$ cat src/hw/crs_pkg.sv
// Purpose: shared constants and types for the cpu register/stack block
// Assumes: 4-bit data digits, 10-bit data addresses, 14-bit code addresses
// Notes:   control-bit index is digit*4+bit across digits 000..003
package crs_pkg;

  // program memory map
  localparam int        PC_W       = 14;
  localparam logic [13:0] RESET_VEC = 14'h0000;
  localparam logic [13:0] VEC_LAST  = 14'h000F;
  localparam logic [13:0] ZP_LAST   = 14'h003F;
  localparam logic [13:0] PAT_LAST  = 14'h0FFF;
  localparam logic [13:0] PROG_LAST = 14'h3FFF;

  // data memory map
  localparam logic [9:0] ICB_DIGIT0 = 10'h000;
  localparam logic [9:0] ICB_DIGIT1 = 10'h001;
  localparam logic [9:0] ICB_DIGIT2 = 10'h002;
  localparam logic [9:0] ICB_DIGIT3 = 10'h003;
  localparam logic [9:0] SFR_FIRST  = 10'h004;
  localparam logic [9:0] SFR_LAST   = 10'h00B;
  localparam logic [9:0] DATA_FIRST = 10'h020;
  localparam logic [9:0] MR_LAST    = 10'h02F;
  localparam logic [9:0] DATA_LAST  = 10'h3BF;
  localparam logic [9:0] STK_FIRST  = 10'h3C0;
  localparam logic [9:0] SP_RST     = 10'h3FF;
  localparam logic [3:0] SP_HI      = 4'hF;
  localparam logic [9:0] SP_STEP    = 10'h004;

  // control-bit positions and reset pattern (masks 1, rest 0)
  localparam logic [3:0]  CTL_IE   = 4'h0;
  localparam logic [3:0]  CTL_RSP  = 4'h1;
  localparam logic [15:0] CTL_RST  = 16'h22A8;
  localparam logic [15:0] CTL_FLAG = 16'h1154;
  localparam logic [15:0] CTL_USED = 16'h33FF;

  // working register select codes
  typedef enum logic [2:0] {
    CRS_R_ACC = 3'h0, CRS_R_B = 3'h1, CRS_R_W = 3'h2, CRS_R_X = 3'h3,
    CRS_R_Y = 3'h4, CRS_R_SPX = 3'h5, CRS_R_SPY = 3'h6
  } crs_reg_t;

  // interrupt entry sequence
  typedef enum logic [2:0] {
    CRS_S_IDLE = 3'b001, CRS_S_SAVE = 3'b010, CRS_S_JUMP = 3'b100
  } crs_state_t;

  // stack frame: digit0..2 = pc, digit3 = {status, carry, pc[13:12]}
  function automatic logic [15:0] crs_frame(input logic [13:0] pc,
                                            input logic st,
                                            input logic ca);
    crs_frame = {st, ca, pc};
  endfunction

endpackage

$ cat src/hw/crs_stack_ptr.sv
// Purpose: stack pointer with fixed upper bits and sixteen levels
// Assumes: caller never pushes or pops together with a reinitialise
// Notes:   pointer reads {1111, level, 11}; pop base tracked as a flop
`timescale 1ns/1ps
module crs_stack_ptr
  import crs_pkg::*;
(
  input  wire logic       core_clk,
  input  wire logic       rst_n,
  input  wire logic       clk_en,
  input  wire logic       push,
  input  wire logic       pop,
  input  wire logic       reinit,
  output logic [9:0]      stack_pointer,
  output logic [9:0]      pop_base
);

  logic [3:0] lvl_r;
  logic [3:0] up_r;
  logic [3:0] lvl_nxt;

  // level steps down on push, up on pop; reinit wins
  assign lvl_nxt = reinit ? SP_HI :
                   push   ? lvl_r - 4'h1 :
                   pop    ? lvl_r + 4'h1 : lvl_r;

  assign stack_pointer = {SP_HI, lvl_r, 2'b11};
  assign pop_base      = {SP_HI, up_r, 2'b00};

  always_ff @(posedge core_clk or negedge rst_n)
  begin
    if (!rst_n)
    begin
      lvl_r <= 4'hF;
      up_r  <= 4'h0;
    end
    else if (clk_en)
    begin
      lvl_r <= lvl_nxt;
      up_r  <= lvl_nxt + 4'h1;
    end
  end

endmodule

$ cat src/hw/crs_int_ctrl.sv
// Purpose: interrupt control bits held in data digits 000..003
// Assumes: bit strobes arrive only for addresses inside that area
// Notes:   hardware set of a request flag wins over a software clear
`timescale 1ns/1ps
module crs_int_ctrl
  import crs_pkg::*;
(
  input  wire logic        core_clk,
  input  wire logic        rst_n,
  input  wire logic        clk_en,
  input  wire logic        bit_set,
  input  wire logic        bit_clr,
  input  wire logic [3:0]  bit_idx,
  input  wire logic [4:0]  hw_req,
  input  wire logic        irq_ack,
  input  wire logic        irq_ret,
  output logic [15:0]      ctl
);

  logic [15:0] ctl_r;
  logic [15:0] sel;
  logic [15:0] hw_set;
  logic [15:0] ctl_nxt;

  assign sel    = 16'h0001 << bit_idx;
  // request flags: ext0, ext1, timer a, timer b, serial
  assign hw_set = {3'h0, hw_req[4], 3'h0, hw_req[3], 1'b0, hw_req[2],
                   1'b0, hw_req[1], 1'b0, hw_req[0], 2'h0};

  // bit strobes, IE cleared on entry and set on return, hardware requests; set never raises a request flag
  assign ctl_nxt = (((ctl_r | (bit_set ? sel & ~CTL_FLAG : 16'h0000))
                    & ~(bit_clr ? sel : 16'h0000)
                    & ~(irq_ack ? 16'h0001 : 16'h0000))
                    | (irq_ret ? 16'h0001 : 16'h0000)
                    | hw_set) & CTL_USED;

  assign ctl = ctl_r;

  always_ff @(posedge core_clk or negedge rst_n)
  begin
    if (!rst_n)
      ctl_r <= CTL_RST;
    else if (clk_en)
      ctl_r <= ctl_nxt;
  end
endmodule

$ cat src/hw/crs_core_regs.sv
// Purpose: program counter, working registers, flags, stack and maps
// Assumes: sequencer gives one-cycle strobes, one operation per cycle
// Notes:   stack ram lives outside; frames move as 16-bit words
`timescale 1ns/1ps

// Notes on behaviour
// - 14-bit binary program counter steps through program memory
// - reset and interrupts start at vectors 0000..000F
// - short call lands only inside 0000..003F
// - pattern reads allowed up to 0FFF; code may fill 0000..3FFF
// - digits 000..003 are bit-op only; software never sets requests
// - digits 004..00B are special registers; bit ops refused there
// - data 020..3BF; memory registers 020..02F via load/exchange
// - stack 3C0..3FF, sixteen four-digit frames of pc, status, carry
// - sub return restores pc only; interrupt return also flags
// - digit 0: enable, stack reset, ext0 flag/mask; digit 1 ext1/timer a
// - digit 2 timer b flag/mask; digit 3 serial flag/mask; rest unused
// - control bits change only by bit ops; set leaves requests alone; here hardware also sets flags, entry clears and return sets enable
// - testing an unused control bit leaves status undefined
// - accumulator and b register take alu results and transfers
// - w, x, y form indirect address; y also picks port pin
// - two auxiliary registers pair with x and y
// - carry from alu overflow and set, clear, rotate operations
// - interrupt entry pushes carry and status with program counter
// - status holds alu or test result until next such instruction
// - status forced to one after any branch or call; this block forces it on branch_done only, calls leave it
// - stack pointer starts 3FF, minus four on push, plus four on pop
// - upper four pointer bits fixed at 1111
// - pointer reinitialised by reset or clearing stack reset bit
// - reset clears enable and requests, sets all masks
module crs_core_regs
  import crs_pkg::*;
(
  input  wire logic        core_clk,
  input  wire logic        rst_n,
  input  wire logic        clk_en,
  input  wire logic        pc_step,
  input  wire logic        pc_jump,
  input  wire logic        call_short,
  input  wire logic        call_long,
  input  wire logic [13:0] pc_target,
  input  wire logic        sub_return,
  input  wire logic        irq_return,
  input  wire logic [15:0] stack_rdata,
  input  wire logic        irq_take,
  input  wire logic [3:0]  irq_vector,
  input  wire logic [4:0]  irq_event,
  input  wire logic        reg_we,
  input  wire logic [2:0]  reg_sel,
  input  wire logic [3:0]  reg_wdata,
  input  wire logic        swap_x_aux,
  input  wire logic        swap_y_aux,
  input  wire logic        carry_we,
  input  wire logic        carry_val,
  input  wire logic        set_carry_op,
  input  wire logic        clear_carry_op,
  input  wire logic        status_we,
  input  wire logic        status_val,
  input  wire logic        branch_done,
  input  wire logic        bit_set_op,
  input  wire logic        bit_reset_op,
  input  wire logic        bit_test_op,
  input  wire logic [9:0]  bit_addr,
  input  wire logic [1:0]  bit_pos,
  input  wire logic        pat_req,
  input  wire logic [13:0] pat_addr,
  input  wire logic        memreg_req,
  input  wire logic [3:0]  memreg_idx,
  output logic [13:0]      program_counter,
  output logic [9:0]       stack_pointer,
  output logic [9:0]       stack_pop_base,
  output logic             stack_we,
  output logic [9:0]       stack_wbase,
  output logic [15:0]      stack_wdata,
  output logic             status_flag,
  output logic             carry_flag,
  output logic [3:0]       acc,
  output logic [3:0]       breg,
  output logic [9:0]       ind_addr,
  output logic [3:0]       port_pin_sel,
  output logic [3:0]       aux_index_lo,
  output logic [3:0]       aux_index_hi,
  output logic [15:0]      int_ctrl_bits,
  output logic             irq_pending,
  output logic             bit_refused,
  output logic             pat_ok,
  output logic             memreg_valid,
  output logic [9:0]       memreg_addr
);

  logic [13:0] pc_r, pc_nxt;
  logic        st_r, st_nxt;
  logic        ca_r, ca_nxt;
  logic [3:0]  acc_r, b_r, x_r, y_r, spx_r, spy_r, vec_r, bit_idx;
  logic [1:0]  w_r;
  crs_state_t  state_r, state_nxt;
  logic [9:0]  stack_wbase_r, memreg_addr_r, sp;
  logic [15:0] stack_wdata_r, ctl;
  logic        irq_pending_r, bit_refused_r, pat_ok_r, memreg_valid_r;
  logic        in_icb, in_sfr, icb_set, icb_clr, test_used, rsp_clr;
  logic        push, pop, save, stack_we_r;

  // data map decode
  assign in_icb  = bit_addr <= ICB_DIGIT3;
  assign in_sfr  = (bit_addr >= SFR_FIRST) && (bit_addr <= SFR_LAST);
  assign bit_idx = {bit_addr[1:0], bit_pos};
  assign icb_set = bit_set_op && in_icb;
  assign icb_clr = bit_reset_op && in_icb;
  assign rsp_clr   = icb_clr && (bit_idx == CTL_RSP);
  // unused bits give no defined result
  assign test_used = bit_test_op && in_icb && CTL_USED[bit_idx];

  // stack traffic
  assign save = (state_r == CRS_S_SAVE);
  assign push = call_short || call_long || save;
  assign pop  = sub_return || irq_return;

  crs_stack_ptr u_sp (
    .core_clk      (core_clk),
    .rst_n         (rst_n),
    .clk_en        (clk_en),
    .push          (push),
    .pop           (pop),
    .reinit        (rsp_clr),
    .stack_pointer (sp),
    .pop_base      (stack_pop_base)
  );
  crs_int_ctrl u_ic (
    .core_clk (core_clk),
    .rst_n    (rst_n),
    .clk_en   (clk_en),
    .bit_set  (icb_set),
    .bit_clr  (icb_clr),
    .bit_idx  (bit_idx),
    .hw_req   (irq_event),
    .irq_ack  (save),
    .irq_ret  (irq_return),
    .ctl      (ctl)
  );

  // interrupt entry: take, save (IE off, push), jump to vector
  always_comb
  begin
    state_nxt = state_r;
    case (state_r)
      CRS_S_IDLE: if (irq_take) state_nxt = CRS_S_SAVE;
      CRS_S_SAVE: state_nxt = CRS_S_JUMP;
      CRS_S_JUMP: state_nxt = CRS_S_IDLE;
      default:    state_nxt = CRS_S_IDLE;
    endcase
  end

  assign pc_nxt = (state_r == CRS_S_JUMP) ? {10'h000, vec_r} & VEC_LAST :
                  pop        ? stack_rdata[13:0] :
                  call_short ? pc_target & ZP_LAST :
                  (pc_jump || call_long) ? pc_target & PROG_LAST :
                  pc_step    ? pc_r + 14'h0001 : pc_r;
  assign st_nxt = irq_return  ? stack_rdata[15] :
                  branch_done ? 1'b1 :
                  test_used   ? ctl[bit_idx] :
                  status_we   ? status_val : st_r;

  // carry: restore, set, clear, alu or rotate
  assign ca_nxt = irq_return     ? stack_rdata[14] :
                  set_carry_op   ? 1'b1 :
                  clear_carry_op ? 1'b0 :
                  carry_we       ? carry_val : ca_r;

  // sequencer state and program counter
  always_ff @(posedge core_clk or negedge rst_n)
  begin
    if (!rst_n)
    begin
      state_r <= CRS_S_IDLE;
      pc_r    <= RESET_VEC;
      vec_r   <= 4'h0;
    end
    else if (clk_en)
    begin
      state_r <= state_nxt;
      pc_r    <= pc_nxt;
      if (irq_take && state_r == CRS_S_IDLE)
        vec_r <= irq_vector;
    end
  end

  // flags
  always_ff @(posedge core_clk or negedge rst_n)
  begin
    if (!rst_n)
    begin
      st_r <= 1'b1;
      ca_r <= 1'b0;
    end
    else if (clk_en)
    begin
      st_r <= st_nxt;
      ca_r <= ca_nxt;
    end
  end

  always_ff @(posedge core_clk or negedge rst_n)
  begin
    if (!rst_n)
    begin
      {acc_r, b_r, x_r, y_r, spx_r, spy_r} <= 24'h000000;
      w_r <= 2'h0;
    end
    else if (clk_en)
    begin
      if (reg_we && reg_sel == CRS_R_ACC) acc_r <= reg_wdata;
      if (reg_we && reg_sel == CRS_R_B)   b_r   <= reg_wdata;
      if (reg_we && reg_sel == CRS_R_W)   w_r   <= reg_wdata[1:0];
      if (swap_x_aux)
      begin
        x_r   <= spx_r;
        spx_r <= x_r;
      end
      else
      begin
        if (reg_we && reg_sel == CRS_R_X)   x_r   <= reg_wdata;
        if (reg_we && reg_sel == CRS_R_SPX) spx_r <= reg_wdata;
      end
      if (swap_y_aux)
      begin
        y_r   <= spy_r;
        spy_r <= y_r;
      end
      else
      begin
        if (reg_we && reg_sel == CRS_R_Y)   y_r   <= reg_wdata;
        if (reg_we && reg_sel == CRS_R_SPY) spy_r <= reg_wdata;
      end
    end
  end

  // frame write: four digits ending at the pointer (pointer minus three up to pointer)
  always_ff @(posedge core_clk or negedge rst_n)
  begin
    if (!rst_n)
    begin
      stack_we_r    <= 1'b0;
      stack_wbase_r <= STK_FIRST;
      stack_wdata_r <= 16'h0000;
    end
    else if (clk_en)
    begin
      stack_we_r <= push;
      if (push)
      begin
        stack_wbase_r <= sp - 10'h003;
        stack_wdata_r <= crs_frame(pc_r, st_r, ca_r);
      end
    end
  end

  // map checks and irq request level
  always_ff @(posedge core_clk or negedge rst_n)
  begin
    if (!rst_n)
    begin
      irq_pending_r  <= 1'b0;
      bit_refused_r  <= 1'b0;
      pat_ok_r       <= 1'b0;
      memreg_valid_r <= 1'b0;
      memreg_addr_r  <= DATA_FIRST;
    end
    else if (clk_en)
    begin
      irq_pending_r  <= ctl[CTL_IE] &&
                        |(ctl & CTL_FLAG & ~(ctl >> 1)); // mask above flag
      bit_refused_r  <= (bit_set_op || bit_reset_op || bit_test_op)
                        && in_sfr;
      pat_ok_r       <= pat_req && (pat_addr <= PAT_LAST);
      memreg_valid_r <= memreg_req;
      if (memreg_req)
        memreg_addr_r <= (DATA_FIRST | {6'h00, memreg_idx}) & MR_LAST;
    end
  end

  assign program_counter = pc_r;
  assign stack_pointer   = sp;
  assign stack_we        = stack_we_r;
  assign stack_wbase     = stack_wbase_r;
  assign stack_wdata     = stack_wdata_r;
  assign status_flag     = st_r;
  assign carry_flag      = ca_r;
  assign acc             = acc_r;
  assign breg            = b_r;
  assign ind_addr        = {w_r, x_r, y_r};
  assign port_pin_sel    = y_r;
  assign aux_index_lo    = spx_r;
  assign aux_index_hi    = spy_r;
  assign int_ctrl_bits   = ctl;
  assign irq_pending     = irq_pending_r;
  assign bit_refused     = bit_refused_r;
  assign pat_ok          = pat_ok_r;
  assign memreg_valid    = memreg_valid_r;
  assign memreg_addr     = memreg_addr_r;
endmodule

$ cat config.mk
export PLATFORM = sky130hd
export DESIGN_NAME = crs_core_regs
export DESIGN_NICKNAME = d
export VERILOG_FILES = /design/src/hw/crs_pkg.sv /design/src/hw/crs_stack_ptr.sv /design/src/hw/crs_int_ctrl.sv /design/src/hw/crs_core_regs.sv
export SDC_FILE = /design/constraint.sdc
export NUM_CORES = 1
export LEC_CHECK = 0
export BUFFER_PORTS_ARGS = -buffer_cell sky130_fd_sc_hd__buf_2
export CAP_MARGIN = 20
export CORE_ASPECT_RATIO = 0.9
export CORE_MARGIN = 2
export CORE_UTILIZATION = 53
export CTS_CLUSTER_DIAMETER = 100
export DETAILED_ROUTE_END_ITERATION = 8
export PLACE_DENSITY_LB_ADDON = 0.2
export SLEW_MARGIN = 25
export SYNTH_ARGS = -nofsm -noshare
export SYNTH_HDL_FRONTEND = slang
export SYNTH_SLANG_ARGS = --single-unit
export TNS_END_PERCENT = 50
$ cat constraint.sdc
create_clock -name core_clk -period 4.3 [get_ports core_clk]
set_input_delay 1.29 -clock core_clk [delete_from_list [all_inputs] [get_ports core_clk]]
set_output_delay 1.29 -clock core_clk [all_outputs]
set_load 0.005 [all_outputs]
==> metrics <==
result of the run=completed; Warnings, synthesis=0; area share of the largest cell type after synthesis=0.398; Layout Area Growth over Synthesis=21.3%; vertical die dimension=100 microns; I/O pin total=224; sequential cell area=0.00247 sq mm; routing usage on met3=0.0634; Crit path arrival time=3.09 ns; Port Buffers=183; global-route wire length before repair=21,700 microns; global routing usage on met1=0.309; Critical Setup Path Class=in2reg; worst rel slew slack=0.470; antenna violations before repair=0; drt total wl=13,300 microns; share of synthesized area occupied by flip-flops and latches=0.451; maximum buffer depth of the clock tree=2; root buffer cell=clkbuf_16; grt met2 use=0.407; placement row count=35; fin crit share=0.667; buffers inserted by post-CTS timing repair=0; clock latency at the later pin of the worst-skew pair=0.34 ns; TritonCTS clock tree=built; final setup vio count=0; top fanout value on the critical path=19; number of detailed-route iterations in the first pass=4; total stage count of the critical path=6; delay of the slowest critical-path stage=0.67 ns; power density normalized to cell area=430 mW/mm^2; area leader, netlist=dfrtp_1; Layout Nets=825; Critical Path Slowest Stage Cell=o31ai_4; CTS buffer count=9; GR Overflow Total=0; Filler Cell Count=848; distinct cell type count of the synthesized netlist=69; Yosys reg bits=98; RSZ-0062 raised after global routing=false; worst path cell trace=buf_2, nor3_4, nand2_4, o31ai_4, nand2b_1, o21ai_0; diodes inserted=0; global route hottest layer=met2; H-tree level count=3; top post-synthesis cells by area=dfrtp_1, mux2_2, dfstp_2, buf_4, a21oi_1; total leakage power=0.00310 uW; Max rail drop VDD=0.000253 V; Post-Route Skew=0.00547 ns; maximum number of pins on one net before global-route repair=83; measured slew at the worst slew-check pin=0.795 ns; total of cells resized after clock tree synthesis=0; horizontal extent of the die=111 microns; Setup TNS=0 ns; Synth Area per Inst=9.94 sq um; Clock transition at path regs=0.07 ns; post-layout power=2850 uW; post-detailed-route wirelength per cell=15.5 microns; TritonCTS Sinks=98; drt first-iter violations=309; r2r worst-path depth=6; cts-stage hold buffer count=0; Worst Path Buf+Inv=1; number of global-route vias before repair=4,572; min Tclk post-route=2.87 ns; antenna violation net count after detailed routing=0; synthesized instance count=550; ratio of routed vias to standard cells=5.51; DRC violations left=0; die area=0.0111 sq mm; layout cells sized above 1=0.383; endpoint kind of the worst setup timing path=flop; netlist area before placement=0.00547 sq mm; async set or reset register ratio after synthesis=1.00; max cap viols=0; path type of the worst min-delay path=reg2reg; number of synthesized flops with an enable pin=0; largest delay contributor family on the critical path=simple AND/OR/NAND/NOR gates; dominant synthesized flop cell=dfrtp_1; area occupied by multi-input gates=0.00269 sq mm; startpoint type of the worst setup path=input port; global placement routability congestion=0.818; effective utilization at floorplan=0.538; via count=4,704; Required @ worst endpoint=4.52 ns; detailed placement HPWL=9800 microns; Final Hold Vio Count=0; final count of pins violating max slew=0; instance count along the most critical hold path=2; achievable clock frequency=349 MHz; area inside the core boundary=0.0102 sq mm; total track usage=0.240
[placed cells by master, fill, tap and decap left out, types with 12 or more instances in the layout]
master	instances
dfrtp_1	87
a21oi_1	38
buf_2	182
o21ai_0	35
nor3_1	12
nor2_1	46
nand2_1	47
nor2b_1	16
conb_1	28
inv_1	18
nand4_1	13
mux2_2	32
[state kept, by name, summed over array words and instances (netlist names), 2 cells and up]
register / count
stack_wdata: 16
program_counter: 14
u_ic.ctl: 12
acc: 4
aux_index_hi: 4
aux_index_lo: 4
breg: 4
memreg_addr: 4
port_pin_sel: 4
stack_wbase: 4
u_sp.lvl_r: 4
u_sp.up_r: 4
vec_r: 4
x_r: 4
state_r: 3
w_r: 2
[worst paths after layout]
kind | slack (ns) | start | endpoint
setup / recovery | 1.43 | call_long | program_counter[5]
hold / removal | 0.48 | stack_wdata[9] | stack_wdata[9]
setup reg to reg | 2.21 | u_sp.lvl_r[0] | u_sp.up_r[1]
hold reg to reg | 0.48 | stack_wdata[9] | stack_wdata[9]
max in group asynchronous | 2.54 | rst_n | aux_index_lo[1]
min in group asynchronous | 0.97 | rst_n | stack_wdata[5]
[per-layer routing]
layer / vias up / wire length, microns
met4: 0 / 123
met1: 2257 / 5760
met3: 10 / 869
met2: 170 / 6510
li1: 2267 / -
met5: - / 0
[area by class of cell]
cell class	count	area share
Clock inverter	4	0.00754
Tap cell	129	0.0243
Clock buffer	12	0.0387
Sequential cell	98	0.372
Multi-Input combinational cell	407	0.405
Timing Repair Buffer	186	0.142
Inverter	18	0.0102
[synthesized netlist by cell type (all sizes together), types with 3 or more instances]
library cell / instances
dfrtp: 87
nand2b: 4
a21oi: 39
dfstp: 11
o31ai: 6
nand3: 10
o211ai: 5
nor3: 13
nor2: 47
o22ai: 4
nand2: 50
ha: 4
o21ai: 39
xnor2: 7
xor2: 5
a22o: 5
nor4: 6
nor2b: 16
nor3b: 3
a31oi: 7
a211oi: 14
a221o: 7
and2: 3
nand4: 13
inv: 18
buf: 41
mux2: 34
or3b: 3
mux2i: 5
mux4: 3
clkbuf: 12
[through the flow]
step	util	setup WS [ns]	hold WS, ns	cells	cell area [sq um]
after floorplan	-	1.45	0.465	576	5570
after global placement	0.623	1.14	0.457	838	6330
after detailed placement	0.623	1.09	0.465	838	6330
after CTS	0.653	1.43	0.481	854	6630
after global routing	0.653	1.29	0.505	854	6640
final	0.653	1.43	0.476	854	6640
[worst reg2reg max path, delay by kind of cell, from the launching register on]
family / cells / cell delay (ns)
AOI/OAI and AO/OA: 2 / 0.30
adders and majority gates: 2 / 0.68
buffers and inverters: 1 / 0.10
muxes: 1 / 0.26
DFF: 1 / 0.64
[logic make-up (layout without fill, tap and decap cells)]
| group | after synthesis | count (layout) | synth area share |
|---|---|---|---|
| mux | 42 | 42 | 0.0915 |
| xor+xnor | 12 | 12 | 0.0192 |
| flops | 98 | 98 | 0.451 |
| simple gates | 181 | 181 | 0.178 |
| fa+ha+maj | 4 | 4 | 0.00915 |
| compound gates | 140 | 140 | 0.175 |
| buf+inv | 71 | 220 | 0.0750 |
| other cells | 2 | 28 | 0.00137 |
[where the power goes]
part | internal, uW | switching [uW] | leakage (uW)
clock | 482 | 338 | 0.000145
combinational | 374 | 366 | 0.00179
sequential | 1130 | 164 | 0.00116
total | 1980 | 868 | 0.00310
Power figures use the tool's default switching activity.
